### src/rtl/sfsr_pkg.sv
package sfsr_pkg;

  // =====================================================================
  // register byte offsets on the avalon slave
  localparam logic [4:0] OFF_SYND0   = 5'h00;
  localparam logic [4:0] OFF_SYND1   = 5'h04;
  localparam logic [4:0] OFF_IPA_LO  = 5'h08;
  localparam logic [4:0] OFF_IPA_HI  = 5'h0c;
  localparam logic [4:0] OFF_CTRL    = 5'h10;
  localparam logic [4:0] OFF_STATUS  = 5'h14;

  // =====================================================================
  // syndrome 0 field positions
  localparam int BIX_LSB      = 16;
  localparam int BIX_FULL_W   = 8;
  localparam int POS_ASYNC    = 11;
  localparam int POS_WALK_EXT = 10;
  localparam int POS_ADDR_OP  = 9;
  localparam int POS_NONSEC   = 8;
  localparam int POS_UNK7     = 7;
  localparam int POS_INSTR    = 6;
  localparam int POS_PRIV     = 5;
  localparam int POS_WRITE    = 4;
  localparam int POS_S1_WALK  = 3;
  localparam int POS_TWO_STAGE_FAULT_FLAG   = 2;
  localparam int LVL_LSB      = 0;
  localparam int LVL_W        = 2;

  // control and status bits
  localparam int POS_REC_EN    = 0;
  localparam int POS_REC_VALID = 0;
  localparam int POS_IPA_VALID = 1;

  // =====================================================================
  // reset values (architecturally unknown; syndrome and ipa held at zero here, recording enabled)
  localparam logic [31:0] RST_SYND  = 32'h0000_0000;
  localparam logic [63:0] RST_IPA   = 64'h0000_0000_0000_0000;
  localparam logic        RST_REC_EN = 1'b1;

  // granule low bounds of the fault address field
  localparam int LOW_4K  = 12;
  localparam int LOW_16K = 14;
  localparam int LOW_64K = 16;

  // kind of fault being recorded
  typedef enum logic [2:0] {
    FK_TRANSLATION,
    FK_ACCESS,
    FK_EXTERNAL,
    FK_ADDR_SIZE,
    FK_PERMISSION,
    FK_OTHER
  } sfsr_kind_type;

endpackage

### src/rtl/sfsr_record.sv
module sfsr_record #(
  parameter int BANK_IDX_W    = 8,
  parameter bit TWO_STAGE_FAULT_FLAG_SUPP   = 1'b1,
  parameter bit LEGACY_FMT    = 1'b0,
  parameter bit GRAN_4K       = 1'b1,
  parameter bit GRAN_16K      = 1'b0,
  parameter bit GRAN_64K      = 1'b0,
  parameter int ADDR_W        = 48
) (
  input  wire logic                  i_clk_sys,
  input  wire logic                  i_rstn,
  // avalon-mm slave
  input  wire logic [4:0]            i_avs_address,
  input  wire logic                  i_avs_read,
  input  wire logic                  i_avs_write,
  input  wire logic [31:0]           i_avs_writedata,
  input  wire logic [3:0]            i_avs_byteenable,
  output logic      [31:0]           o_avs_readdata,
  output logic                       o_avs_waitrequest,
  // fault recording event from the translation engine
  input  wire logic                  i_rec_valid,
  input  wire sfsr_pkg::sfsr_kind_type i_rec_kind,
  input  wire logic                  i_rec_two_stage_fault_flag,
  input  wire logic [7:0]            i_rec_bank_idx,
  input  wire logic                  i_rec_async,
  input  wire logic                  i_rec_in_walk,
  input  wire logic                  i_rec_addr_op,
  input  wire logic                  i_rec_nonsecure,
  input  wire logic                  i_rec_instr,
  input  wire logic                  i_rec_priv,
  input  wire logic                  i_rec_write,
  input  wire logic                  i_rec_atomic,
  input  wire logic                  i_rec_miss_rd,
  input  wire logic                  i_rec_miss_wr,
  input  wire logic                  i_rec_s1_walk,
  input  wire logic                  i_rec_perm_fault,
  input  wire logic [1:0]            i_rec_level,
  input  wire logic [63:0]           i_rec_ipa,
  input  wire logic [63:0]           i_far,
  output logic                       o_rec_valid,
  output logic                       o_ipa_valid
);

  // =====================================================================
  // configuration checks and derived constants
  localparam int LOW_N = (LEGACY_FMT || GRAN_4K) ? sfsr_pkg::LOW_4K :
                         GRAN_16K ? sfsr_pkg::LOW_16K : sfsr_pkg::LOW_64K;

  if (BANK_IDX_W < 1 || BANK_IDX_W > sfsr_pkg::BIX_FULL_W)
  begin : g_bad_idx
    $error("bank index width out of range");
  end
  if (ADDR_W <= LOW_N || ADDR_W > 64)
  begin : g_bad_addr
    $error("address width out of range");
  end
  if (!LEGACY_FMT && !GRAN_4K && !GRAN_16K && !GRAN_64K)
  begin : g_bad_gran
    $error("no granule supported");
  end

  // mask of implemented fault address bits [ADDR_W-1:LOW_N]
  function automatic logic [63:0] faulting_ipa_field_mask();
    logic [63:0] m;
    m = '0;
    for (int i = 0; i < 64; i++)
    begin
      m[i] = (i >= LOW_N) && (i < ADDR_W);
    end
    return m;
  endfunction

  localparam logic [63:0] FAULTING_IPA_FIELD_MASK = faulting_ipa_field_mask();

  // byte-enable merge of a write into a 32-bit word
  function automatic logic [31:0] be_merge(input logic [31:0] old_v, input logic [31:0] new_v,
                                           input logic [3:0] be);
    logic [31:0] r;
    r = old_v;
    for (int b = 0; b < 4; b++)
    begin
      if (be[b])
      begin
        r[b*8 +: 8] = new_v[b*8 +: 8];
      end
    end
    return r;
  endfunction

  // writable bits of syndrome 0
  localparam logic [31:0] SYND0_WMASK =
    (TWO_STAGE_FAULT_FLAG_SUPP ? (32'h0000_00ff << sfsr_pkg::BIX_LSB) : 32'h0000_0000) |
    (32'h0000_0001 << sfsr_pkg::POS_ASYNC) | (32'h0000_0001 << sfsr_pkg::POS_WALK_EXT) |
    (32'h0000_0001 << sfsr_pkg::POS_ADDR_OP) | (32'h0000_0001 << sfsr_pkg::POS_NONSEC) |
    (32'h0000_0001 << sfsr_pkg::POS_INSTR) | (32'h0000_0001 << sfsr_pkg::POS_PRIV) |
    (32'h0000_0001 << sfsr_pkg::POS_WRITE) |
    (TWO_STAGE_FAULT_FLAG_SUPP ? ((32'h0000_0001 << sfsr_pkg::POS_S1_WALK) |
                    (32'h0000_0001 << sfsr_pkg::POS_TWO_STAGE_FAULT_FLAG)) : 32'h0000_0000) |
    32'h0000_0003;

  // stored part of the bank index field
  localparam logic [31:0] BIX_KEEP = ((32'h0000_0001 << BANK_IDX_W) - 32'h0000_0001) << sfsr_pkg::BIX_LSB;

  // =====================================================================
  // bus decode
  logic        ack_q;
  logic        req;
  logic        wr_fire;
  logic        rd_fire;
  logic        rec_en_q;
  logic [31:0] synd0_q;
  logic [31:0] synd1_q;
  logic [63:0] ipa_q;
  logic        rec_valid_q;
  logic        ipa_valid_q;
  logic [31:0] synd0_d;
  logic        rec_fire;
  logic        ipa_ok;
  logic        wr_flag;
  logic [63:0] ipa_view;

  assign req               = i_avs_read | i_avs_write;
  // one wait state: the answer is ready on the second cycle of a request
  assign o_avs_waitrequest = req & ~ack_q;
  assign wr_fire           = i_avs_write & ack_q;
  assign rd_fire           = i_avs_read & ~ack_q;
  assign rec_fire          = i_rec_valid & rec_en_q;

  // acknowledge flag, drops after the accepting edge so requests can follow back to back
  always_ff @(posedge i_clk_sys or negedge i_rstn)
  begin
    if (!i_rstn)
    begin
      ack_q <= 1'b0;
    end
    else
    begin
      ack_q <= req & ~ack_q;
    end
  end

  // =====================================================================
  // assembling a new syndrome from a record event
  always_comb
  begin
    // atomics report the missing permission, read when both or none is missing
    if (i_rec_atomic)
    begin
      wr_flag = i_rec_miss_wr & ~i_rec_miss_rd;
    end
    else
    begin
      wr_flag = i_rec_write;
    end
    synd0_d = sfsr_pkg::RST_SYND;
    if (TWO_STAGE_FAULT_FLAG_SUPP && i_rec_two_stage_fault_flag)
    begin
      synd0_d[sfsr_pkg::BIX_LSB +: 8] = i_rec_bank_idx;
    end
    synd0_d = synd0_d & (BIX_KEEP | ~(32'h0000_00ff << sfsr_pkg::BIX_LSB));
    synd0_d[sfsr_pkg::POS_ASYNC]    = i_rec_async;
    synd0_d[sfsr_pkg::POS_WALK_EXT] = i_rec_in_walk & (i_rec_kind == sfsr_pkg::FK_EXTERNAL);
    synd0_d[sfsr_pkg::POS_ADDR_OP]  = i_rec_addr_op;
    synd0_d[sfsr_pkg::POS_NONSEC]   = i_rec_nonsecure;
    synd0_d[sfsr_pkg::POS_INSTR]    = i_rec_instr;
    synd0_d[sfsr_pkg::POS_PRIV]     = i_rec_priv;
    synd0_d[sfsr_pkg::POS_WRITE]    = wr_flag;
    synd0_d[sfsr_pkg::POS_S1_WALK]  = TWO_STAGE_FAULT_FLAG_SUPP & i_rec_s1_walk;
    synd0_d[sfsr_pkg::POS_TWO_STAGE_FAULT_FLAG]   = TWO_STAGE_FAULT_FLAG_SUPP & i_rec_two_stage_fault_flag;
    synd0_d[sfsr_pkg::LVL_LSB +: sfsr_pkg::LVL_W] = i_rec_level;
  end

  // ipa validity for the fault kind being recorded
  always_comb
  begin
    unique case (i_rec_kind)
      sfsr_pkg::FK_TRANSLATION,
      sfsr_pkg::FK_ACCESS,
      sfsr_pkg::FK_EXTERNAL,
      sfsr_pkg::FK_ADDR_SIZE: ipa_ok = 1'b1;
      sfsr_pkg::FK_PERMISSION: ipa_ok = i_rec_perm_fault & TWO_STAGE_FAULT_FLAG_SUPP & i_rec_two_stage_fault_flag & i_rec_s1_walk;
      default: ipa_ok = 1'b0;
    endcase
  end

  // =====================================================================
  // syndrome 0: a record event wins over a software write in the same cycle
  always_ff @(posedge i_clk_sys or negedge i_rstn)
  begin
    if (!i_rstn)
    begin
      synd0_q <= sfsr_pkg::RST_SYND;
    end
    else if (rec_fire)
    begin
      synd0_q <= synd0_d;
    end
    else if (wr_fire && i_avs_address == sfsr_pkg::OFF_SYND0)
    begin
      // unsupported two-stage fields and bit 7 keep their value
      synd0_q <= (be_merge(synd0_q, i_avs_writedata, i_avs_byteenable) & SYND0_WMASK & (BIX_KEEP | ~(32'h0000_00ff << sfsr_pkg::BIX_LSB))) | (synd0_q & ~SYND0_WMASK);
    end
  end

  // syndrome 1: layout is free, kept as plain software storage
  always_ff @(posedge i_clk_sys or negedge i_rstn)
  begin
    if (!i_rstn)
    begin
      synd1_q <= sfsr_pkg::RST_SYND;
    end
    else if (wr_fire && i_avs_address == sfsr_pkg::OFF_SYND1)
    begin
      synd1_q <= be_merge(synd1_q, i_avs_writedata, i_avs_byteenable);
    end
  end

  // ipa register, captured with the syndrome from the same event
  always_ff @(posedge i_clk_sys or negedge i_rstn)
  begin
    if (!i_rstn)
    begin
      ipa_q <= sfsr_pkg::RST_IPA;
    end
    else if (rec_fire)
    begin
      ipa_q <= i_rec_ipa & FAULTING_IPA_FIELD_MASK;
    end
    else if (wr_fire && TWO_STAGE_FAULT_FLAG_SUPP && i_avs_address == sfsr_pkg::OFF_IPA_LO)
    begin
      ipa_q[31:0] <= be_merge(ipa_q[31:0], i_avs_writedata, i_avs_byteenable) & FAULTING_IPA_FIELD_MASK[31:0];
    end
    else if (wr_fire && TWO_STAGE_FAULT_FLAG_SUPP && i_avs_address == sfsr_pkg::OFF_IPA_HI)
    begin
      ipa_q[63:32] <= be_merge(ipa_q[63:32], i_avs_writedata, i_avs_byteenable) & FAULTING_IPA_FIELD_MASK[63:32];
    end
  end

  // record enable, lets software freeze the captured fault while it inspects it
  always_ff @(posedge i_clk_sys or negedge i_rstn)
  begin
    if (!i_rstn)
    begin
      rec_en_q <= sfsr_pkg::RST_REC_EN;
    end
    else if (wr_fire && i_avs_address == sfsr_pkg::OFF_CTRL && i_avs_byteenable[0])
    begin
      rec_en_q <= i_avs_writedata[sfsr_pkg::POS_REC_EN];
    end
  end

  // status flags: record valid set and ipa valid loaded with ipa_ok on record, cleared by writing one, record wins
  always_ff @(posedge i_clk_sys or negedge i_rstn)
  begin
    if (!i_rstn)
    begin
      rec_valid_q <= 1'b0;
      ipa_valid_q <= 1'b0;
    end
    else if (rec_fire)
    begin
      rec_valid_q <= 1'b1;
      ipa_valid_q <= ipa_ok;
    end
    else if (wr_fire && i_avs_address == sfsr_pkg::OFF_STATUS && i_avs_byteenable[0] &&
             i_avs_writedata[sfsr_pkg::POS_REC_VALID])
    begin
      rec_valid_q <= 1'b0;
      ipa_valid_q <= 1'b0;
    end
  end

  assign o_rec_valid = rec_valid_q;
  assign o_ipa_valid = ipa_valid_q;

  // =====================================================================
  // read data, registered in the wait cycle
  assign ipa_view = TWO_STAGE_FAULT_FLAG_SUPP ? ipa_q : (i_far & FAULTING_IPA_FIELD_MASK);

  always_ff @(posedge i_clk_sys or negedge i_rstn)
  begin
    if (!i_rstn)
    begin
      o_avs_readdata <= 32'h0000_0000;
    end
    else if (rd_fire)
    begin
      unique case (i_avs_address)
        sfsr_pkg::OFF_SYND0:  o_avs_readdata <= synd0_q;
        sfsr_pkg::OFF_SYND1:  o_avs_readdata <= synd1_q;
        sfsr_pkg::OFF_IPA_LO: o_avs_readdata <= ipa_view[31:0];
        sfsr_pkg::OFF_IPA_HI: o_avs_readdata <= ipa_view[63:32];
        sfsr_pkg::OFF_CTRL:   o_avs_readdata <= {31'h0000_0000, rec_en_q};
        sfsr_pkg::OFF_STATUS: o_avs_readdata <= {30'h0000_0000, ipa_valid_q, rec_valid_q};
        default:              o_avs_readdata <= 32'h0000_0000; // unmapped reads zero
      endcase
    end
  end

  // =====================================================================
  // checks
  property p_bank_idx;
    @(posedge i_clk_sys) disable iff (!i_rstn)
    rec_fire |=> synd0_q[23:16] == (TWO_STAGE_FAULT_FLAG_SUPP && $past(i_rec_two_stage_fault_flag) ?
                 ($past(i_rec_bank_idx) & BIX_KEEP[23:16]) : 8'h00);
  endproperty
  a_bank_idx: assert property (p_bank_idx) else $error("bank index not recorded");

  property p_no_nest;
    @(posedge i_clk_sys) disable iff (!i_rstn)
    !TWO_STAGE_FAULT_FLAG_SUPP |-> synd0_q[23:16] == 8'h00 && !synd0_q[2] && !synd0_q[3];
  endproperty
  a_no_nest: assert property (p_no_nest) else $error("two-stage field set without support");

  property p_async;
    @(posedge i_clk_sys) disable iff (!i_rstn)
    rec_fire |=> synd0_q[11] == $past(i_rec_async) && synd0_q[8] == $past(i_rec_nonsecure);
  endproperty
  a_async: assert property (p_async) else $error("async or nonsecure flag wrong");

  property p_walk_ext;
    @(posedge i_clk_sys) disable iff (!i_rstn)
    rec_fire && !(i_rec_in_walk && i_rec_kind == sfsr_pkg::FK_EXTERNAL) |=> !synd0_q[10];
  endproperty
  a_walk_ext: assert property (p_walk_ext) else $error("walk external flag set wrongly");

  property p_bit7;
    @(posedge i_clk_sys) disable iff (!i_rstn)
    !synd0_q[7];
  endproperty
  a_bit7: assert property (p_bit7) else $error("bit 7 changed");

  property p_atomic;
    @(posedge i_clk_sys) disable iff (!i_rstn)
    rec_fire && i_rec_atomic && i_rec_miss_rd |=> !synd0_q[4];
  endproperty
  a_atomic: assert property (p_atomic) else $error("atomic write flag wrong");

  property p_level;
    @(posedge i_clk_sys) disable iff (!i_rstn)
    rec_fire |=> synd0_q[1:0] == $past(i_rec_level);
  endproperty
  a_level: assert property (p_level) else $error("table level wrong");

  property p_alias;
    @(posedge i_clk_sys) disable iff (!i_rstn)
    rd_fire && !TWO_STAGE_FAULT_FLAG_SUPP && i_avs_address == sfsr_pkg::OFF_IPA_LO |=>
      o_avs_readdata == ($past(i_far[31:0]) & FAULTING_IPA_FIELD_MASK[31:0]);
  endproperty
  a_alias: assert property (p_alias) else $error("ipa alias wrong");

  property p_ipa_perm;
    @(posedge i_clk_sys) disable iff (!i_rstn)
    rec_fire && i_rec_kind == sfsr_pkg::FK_PERMISSION && !i_rec_perm_fault |=> !o_ipa_valid;
  endproperty
  a_ipa_perm: assert property (p_ipa_perm) else $error("ipa valid for plain permission fault");

  property p_mask;
    @(posedge i_clk_sys) disable iff (!i_rstn)
    (ipa_q & ~FAULTING_IPA_FIELD_MASK) == 64'h0000_0000_0000_0000;
  endproperty
  a_mask: assert property (p_mask) else $error("ipa bits outside field");

  property p_together;
    @(posedge i_clk_sys) disable iff (!i_rstn)
    rec_fire |=> o_rec_valid && ipa_q == ($past(i_rec_ipa) & FAULTING_IPA_FIELD_MASK) && synd0_q[2] == (TWO_STAGE_FAULT_FLAG_SUPP & $past(i_rec_two_stage_fault_flag));
  endproperty
  a_together: assert property (p_together) else $error("record not atomic");

endmodule

### config.mk
export PLATFORM = sky130hd
export DESIGN_NAME = sfsr_record
export DESIGN_NICKNAME = d
export VERILOG_FILES = /design/src/rtl/sfsr_pkg.sv /design/src/rtl/sfsr_record.sv
export SDC_FILE = /design/constraint.sdc
export NUM_CORES = 1
export LEC_CHECK = 0
export BUFFER_PORTS_ARGS = -buffer_cell sky130_fd_sc_hd__buf_2
export CAP_MARGIN = 25
export CORE_ASPECT_RATIO = 0.9
export CORE_UTILIZATION = 50
export DETAILED_ROUTE_END_ITERATION = 16
export HOLD_SLACK_MARGIN = 0.1
export PLACE_DENSITY = 0.82
export SKIP_CTS_REPAIR_TIMING = 1
export SYNTH_ARGS = -nofsm -noshare
export SYNTH_HDL_FRONTEND = slang
export SYNTH_SLANG_ARGS = --single-unit
### constraint.sdc
create_clock -name i_clk_sys -period 4.8 [get_ports i_clk_sys]
set_input_delay 0.48 -clock i_clk_sys [delete_from_list [all_inputs] [get_ports i_clk_sys]]
set_output_delay 0.48 -clock i_clk_sys [all_outputs]
set_load 0.1 [all_outputs]
==> results.py <==
metrics = {
    "status": {
        "status": "finished clean",
    },
    "placed_design": {
        "gp_congestion": 0.806,
        "dpl.hpwl_um": 9850,
        "portBuffers": 142,
        "place_inst": 794,
    },
    "clock_tree": {
        "clock_path_buffers": 2,
        "root_buffer": "clkbuf_16",
        "cts_tree": "built",
        "clock_sinks": 123,
        "cts_buffers": 17,
        "worstSkewPairLatency_ns": 0.40,
        "clk_pin_slew_worst_paths_ns": 0.05,
        "h-tree-depth": 4,
    },
    "sta": {
        "max_slew_margin_pct": 27.0,
        "max_freq_mhz": 423,
        "fin_skew_ns": 0.00760,
        "finalCriticalPeriod_ns": 2.37,
        "rsz0062_at_grt": "no",
        "setup-tns-final_ns": 0,
        "tightest_slew_ns": 1.08,
        "finalHoldViolations": 0,
        "min_period_over_period_pct": 49.3,
        "finalMaxSlewViolations": 0,
        "finalSetupViolations": 0,
    },
    "worst_setup_path": {
        "reg2regPathDepth": 6,
        "rr_endpoint": "o_avs_readdata[21]$_DFFE_PN0P_",
        "max_stage_delay_ns": 0.65,
        "crit_path_start": "i_avs_address[2]",
        "cp-end-kind": "flip-flop",
        "r2r_slack_ns": 2.61,
        "crit_end": "ipa_q[40]$_DFFE_PN0P_",
        "worstSetupPathType": "in -> reg",
        "required_ns": 5.05,
        "crit_slowest_cell": "and2_1",
        "reg2reg_from": "ack_q$_DFF_PN0_",
        "start_kind": "input pin",
        "cp_max_fo": 23,
        "crit_chain": "buf_2, and2_1, nand4_2, mux2i_1, a21oi_1",
        "crit_arrival_ns": 2.61,
        "critPathTopFamily": "simple AND/OR/NAND/NOR gates",
        "critPathBufInv": 1,
        "worst-path-stages": 5,
    },
    "power_and_ir_drop": {
        "switchingPower_mw": 1.02,
        "comb_power_share_pct": 20.4,
        "clkPwrFrac_pct": 37.5,
        "seqPwrFrac_pct": 42.1,
        "internal-power_mw": 2.44,
        "cellPowerDensity_nw_per_um2": 480,
        "swShare_pct": 29.6,
        "peakVddDrop_mv": 0.277,
        "leakagePower_nw": 3.80,
    },
    "global_route": {
        "grt_max_degree": 79,
        "grt_antenna_before_repair": 1,
        "first_global_vias": 4770,
        "grt_pass1_wl_um": 24100,
        "grt_overflow": 0,
        "track_usage_pct": 26.1,
    },
    "die": {
        "dieHeight_um": 104,
        "die_area_um2": 12000,
        "io_pins": 235,
        "rows": 36,
        "initial_utilization_pct": 52.4,
        "coreArea_um2": 11100,
        "die_w_um": 116,
    },
    "routing": {
        "drtIter0Drc": 333,
        "drc": 0,
        "via_per_inst": 5.73,
        "first_pass_iters": 5,
        "avgRoutedWirePerCell_um": 18.2,
        "wirelength_um": 15000,
        "num_vias": 4729,
        "ant_nets": 0,
    },
    "synth": {
        "syn_avg_cell_area_um2": 11.0,
        "synth_top_area_share_pct": 52.6,
        "yosys_most_used_dff": "dfrtp_1",
        "synth_warnings": 0,
        "netlist_instances": 530,
        "synthArstFlopShare_pct": 100,
        "synth_top_area_cell": "dfrtp_1",
        "synth-edff-count": 0,
        "syn-num-nets": 730,
        "ys_types": 47,
        "ys_seq_area_share_pct": 53.1,
        "ys_top_cells_by_area": "dfrtp_1 (53%), mux2i_1 (9.3%), mux2_2 (7.8%)",
        "synth-seq-cells": 123,
        "mappedNetlistArea_um2": 5800,
    },
    "job": {
        "maxCapViolCount": 0,
    },
    "layout": {
        "nets": 861,
        "area_growth_pct": 24.1,
        "drive_above_1_share_pct": 34.9,
        "stdcell_count": 826,
        "diodes": 0,
    },
    "worst_hold_path": {
        "hold_path_class": "in -> async",
    },
}
## registers in the layout (all words and copies together) (netlist names)
| name | cells |
|---|---|
| ipa_q | 36 |
| rec_en_q | 1 |
| ack_q | 1 |
| o_avs_readdata | 32 |
| synd1_q | 32 |
| o_ipa_valid | 1 |
| synd0_q | 19 |
| o_rec_valid | 1 |
## routing by layer
layer	share of wire, %	global-route usage [%]
met2	49	42.0
met1	44	35.1
met3	6.6	6.12
met4	0.76	7.05
met5	0	0
## worst reg2reg max path, stage by stage (launching register included)
cell,delay [ns]
dfrtp_1,0.44
nand2b_1,0.19
buf_4,0.28
nor3_2,0.60
buf_4,0.35
a22oi_1,0.11
o21ai_0,0.13
## power by group through the flow
stage,clock network (mW),logic [mW],registers [mW]
2_1_floorplan,0,0.382,1.57
3_3_place_gp,0,0.674,1.44
3_5_place_dp,0,0.706,1.46
4_1_cts,1.31,0.711,1.46
5_1_grt,1.35,0.777,1.49
6_report,1.30,0.707,1.46
## worst min path at each step
stage                                         end  slack (ns)  depth (start not counted)
global route        o_avs_readdata[4]$_DFFE_PN0P_        0.28                          1
finish              o_avs_readdata[5]$_DFFE_PN0P_        0.22                          1
CTS                       o_ipa_valid$_DFFE_PN0P_        0.24                          1
floorplan                         ack_q$_DFF_PN0_        0.18                          0
detailed placement  o_avs_readdata[7]$_DFFE_PN0P_        0.46                          2
global placement    o_avs_readdata[7]$_DFFE_PN0P_        0.46                          2
## cell type report
cell class              count  area [µm²]
multi-input cells         372        2590
inverters                   1        3.75
fillers                   859        3870
well taps                 152         190
flip-flops and latches    123        3080
clock buffers              25         485
clock inverters             7         113
repair buffers            146         743
## synth_stat cells, types with 2 or more instances
cell type	number
dfrtp_1	122
nor2_1	57
mux2i_1	54
nand2_1	41
mux2_2	40
a21oi_1	33
clkbuf_1	27
o21ai_0	25
nand3_1	22
a31oi_1	16
a221o_1	14
a22o_1	9
and2_1	8
a22oi_1	7
nand2b_1	7
nand2_2	4
nand4_1	4
or2_2	4
and2_0	2
buf_1	2
buf_2	2
nand4_2	2
nor4_1	2
or3_1	2
or3_4	2
## cells by family (layout without fill, tap and decap cells)
| group | after synthesis | count (layout) | synth area share, % |
|---|---|---|---|
| mux | 96 | 96 | 17.7 |
| simple gates | 168 | 168 | 14.7 |
| compound gates | 108 | 108 | 12.0 |
| flops | 123 | 123 | 53.1 |
| buf+inv | 35 | 179 | 2.52 |
## cells in the final DEF (no fill, tap or decap), types with 3 or more instances in the layout
| cell | instances |
|---|---|
| a21oi_1 | 33 |
| a221o_1 | 14 |
| a22o_1 | 9 |
| a22oi_1 | 7 |
| a31oi_1 | 16 |
| and2_1 | 8 |
| buf_2 | 141 |
| buf_4 | 5 |
| bufinv_16 | 3 |
| clkbuf_1 | 5 |
| clkbuf_16 | 17 |
| clkbuf_8 | 3 |
| clkinv_2 | 3 |
| dfrtp_1 | 122 |
| mux2_2 | 40 |
| mux2i_1 | 54 |
| nand2_1 | 40 |
| nand2_2 | 4 |
| nand2b_1 | 7 |
| nand3_1 | 22 |
| nand4_1 | 4 |
| nor2_1 | 57 |
| o21ai_0 | 25 |
| or2_2 | 4 |
## stage by stage
step | power, mW | hold slack (ns) | area, µm² | setup slack (ns) | util (%)
detailed placement | 2.17 | 0.456 | 6610 | 2.06 | 59.6
floorplan | 1.96 | 0.184 | 5800 | 2.53 | -
finish | 3.46 | 0.215 | 7210 | 2.43 | 65.0
CTS | 3.48 | 0.239 | 7210 | 2.45 | 65.0
global placement | 2.12 | 0.458 | 6610 | 2.12 | 59.6
global route | 3.62 | 0.281 | 7210 | 2.32 | 65.0
Note: power is estimated with default switching activity, not from simulation.
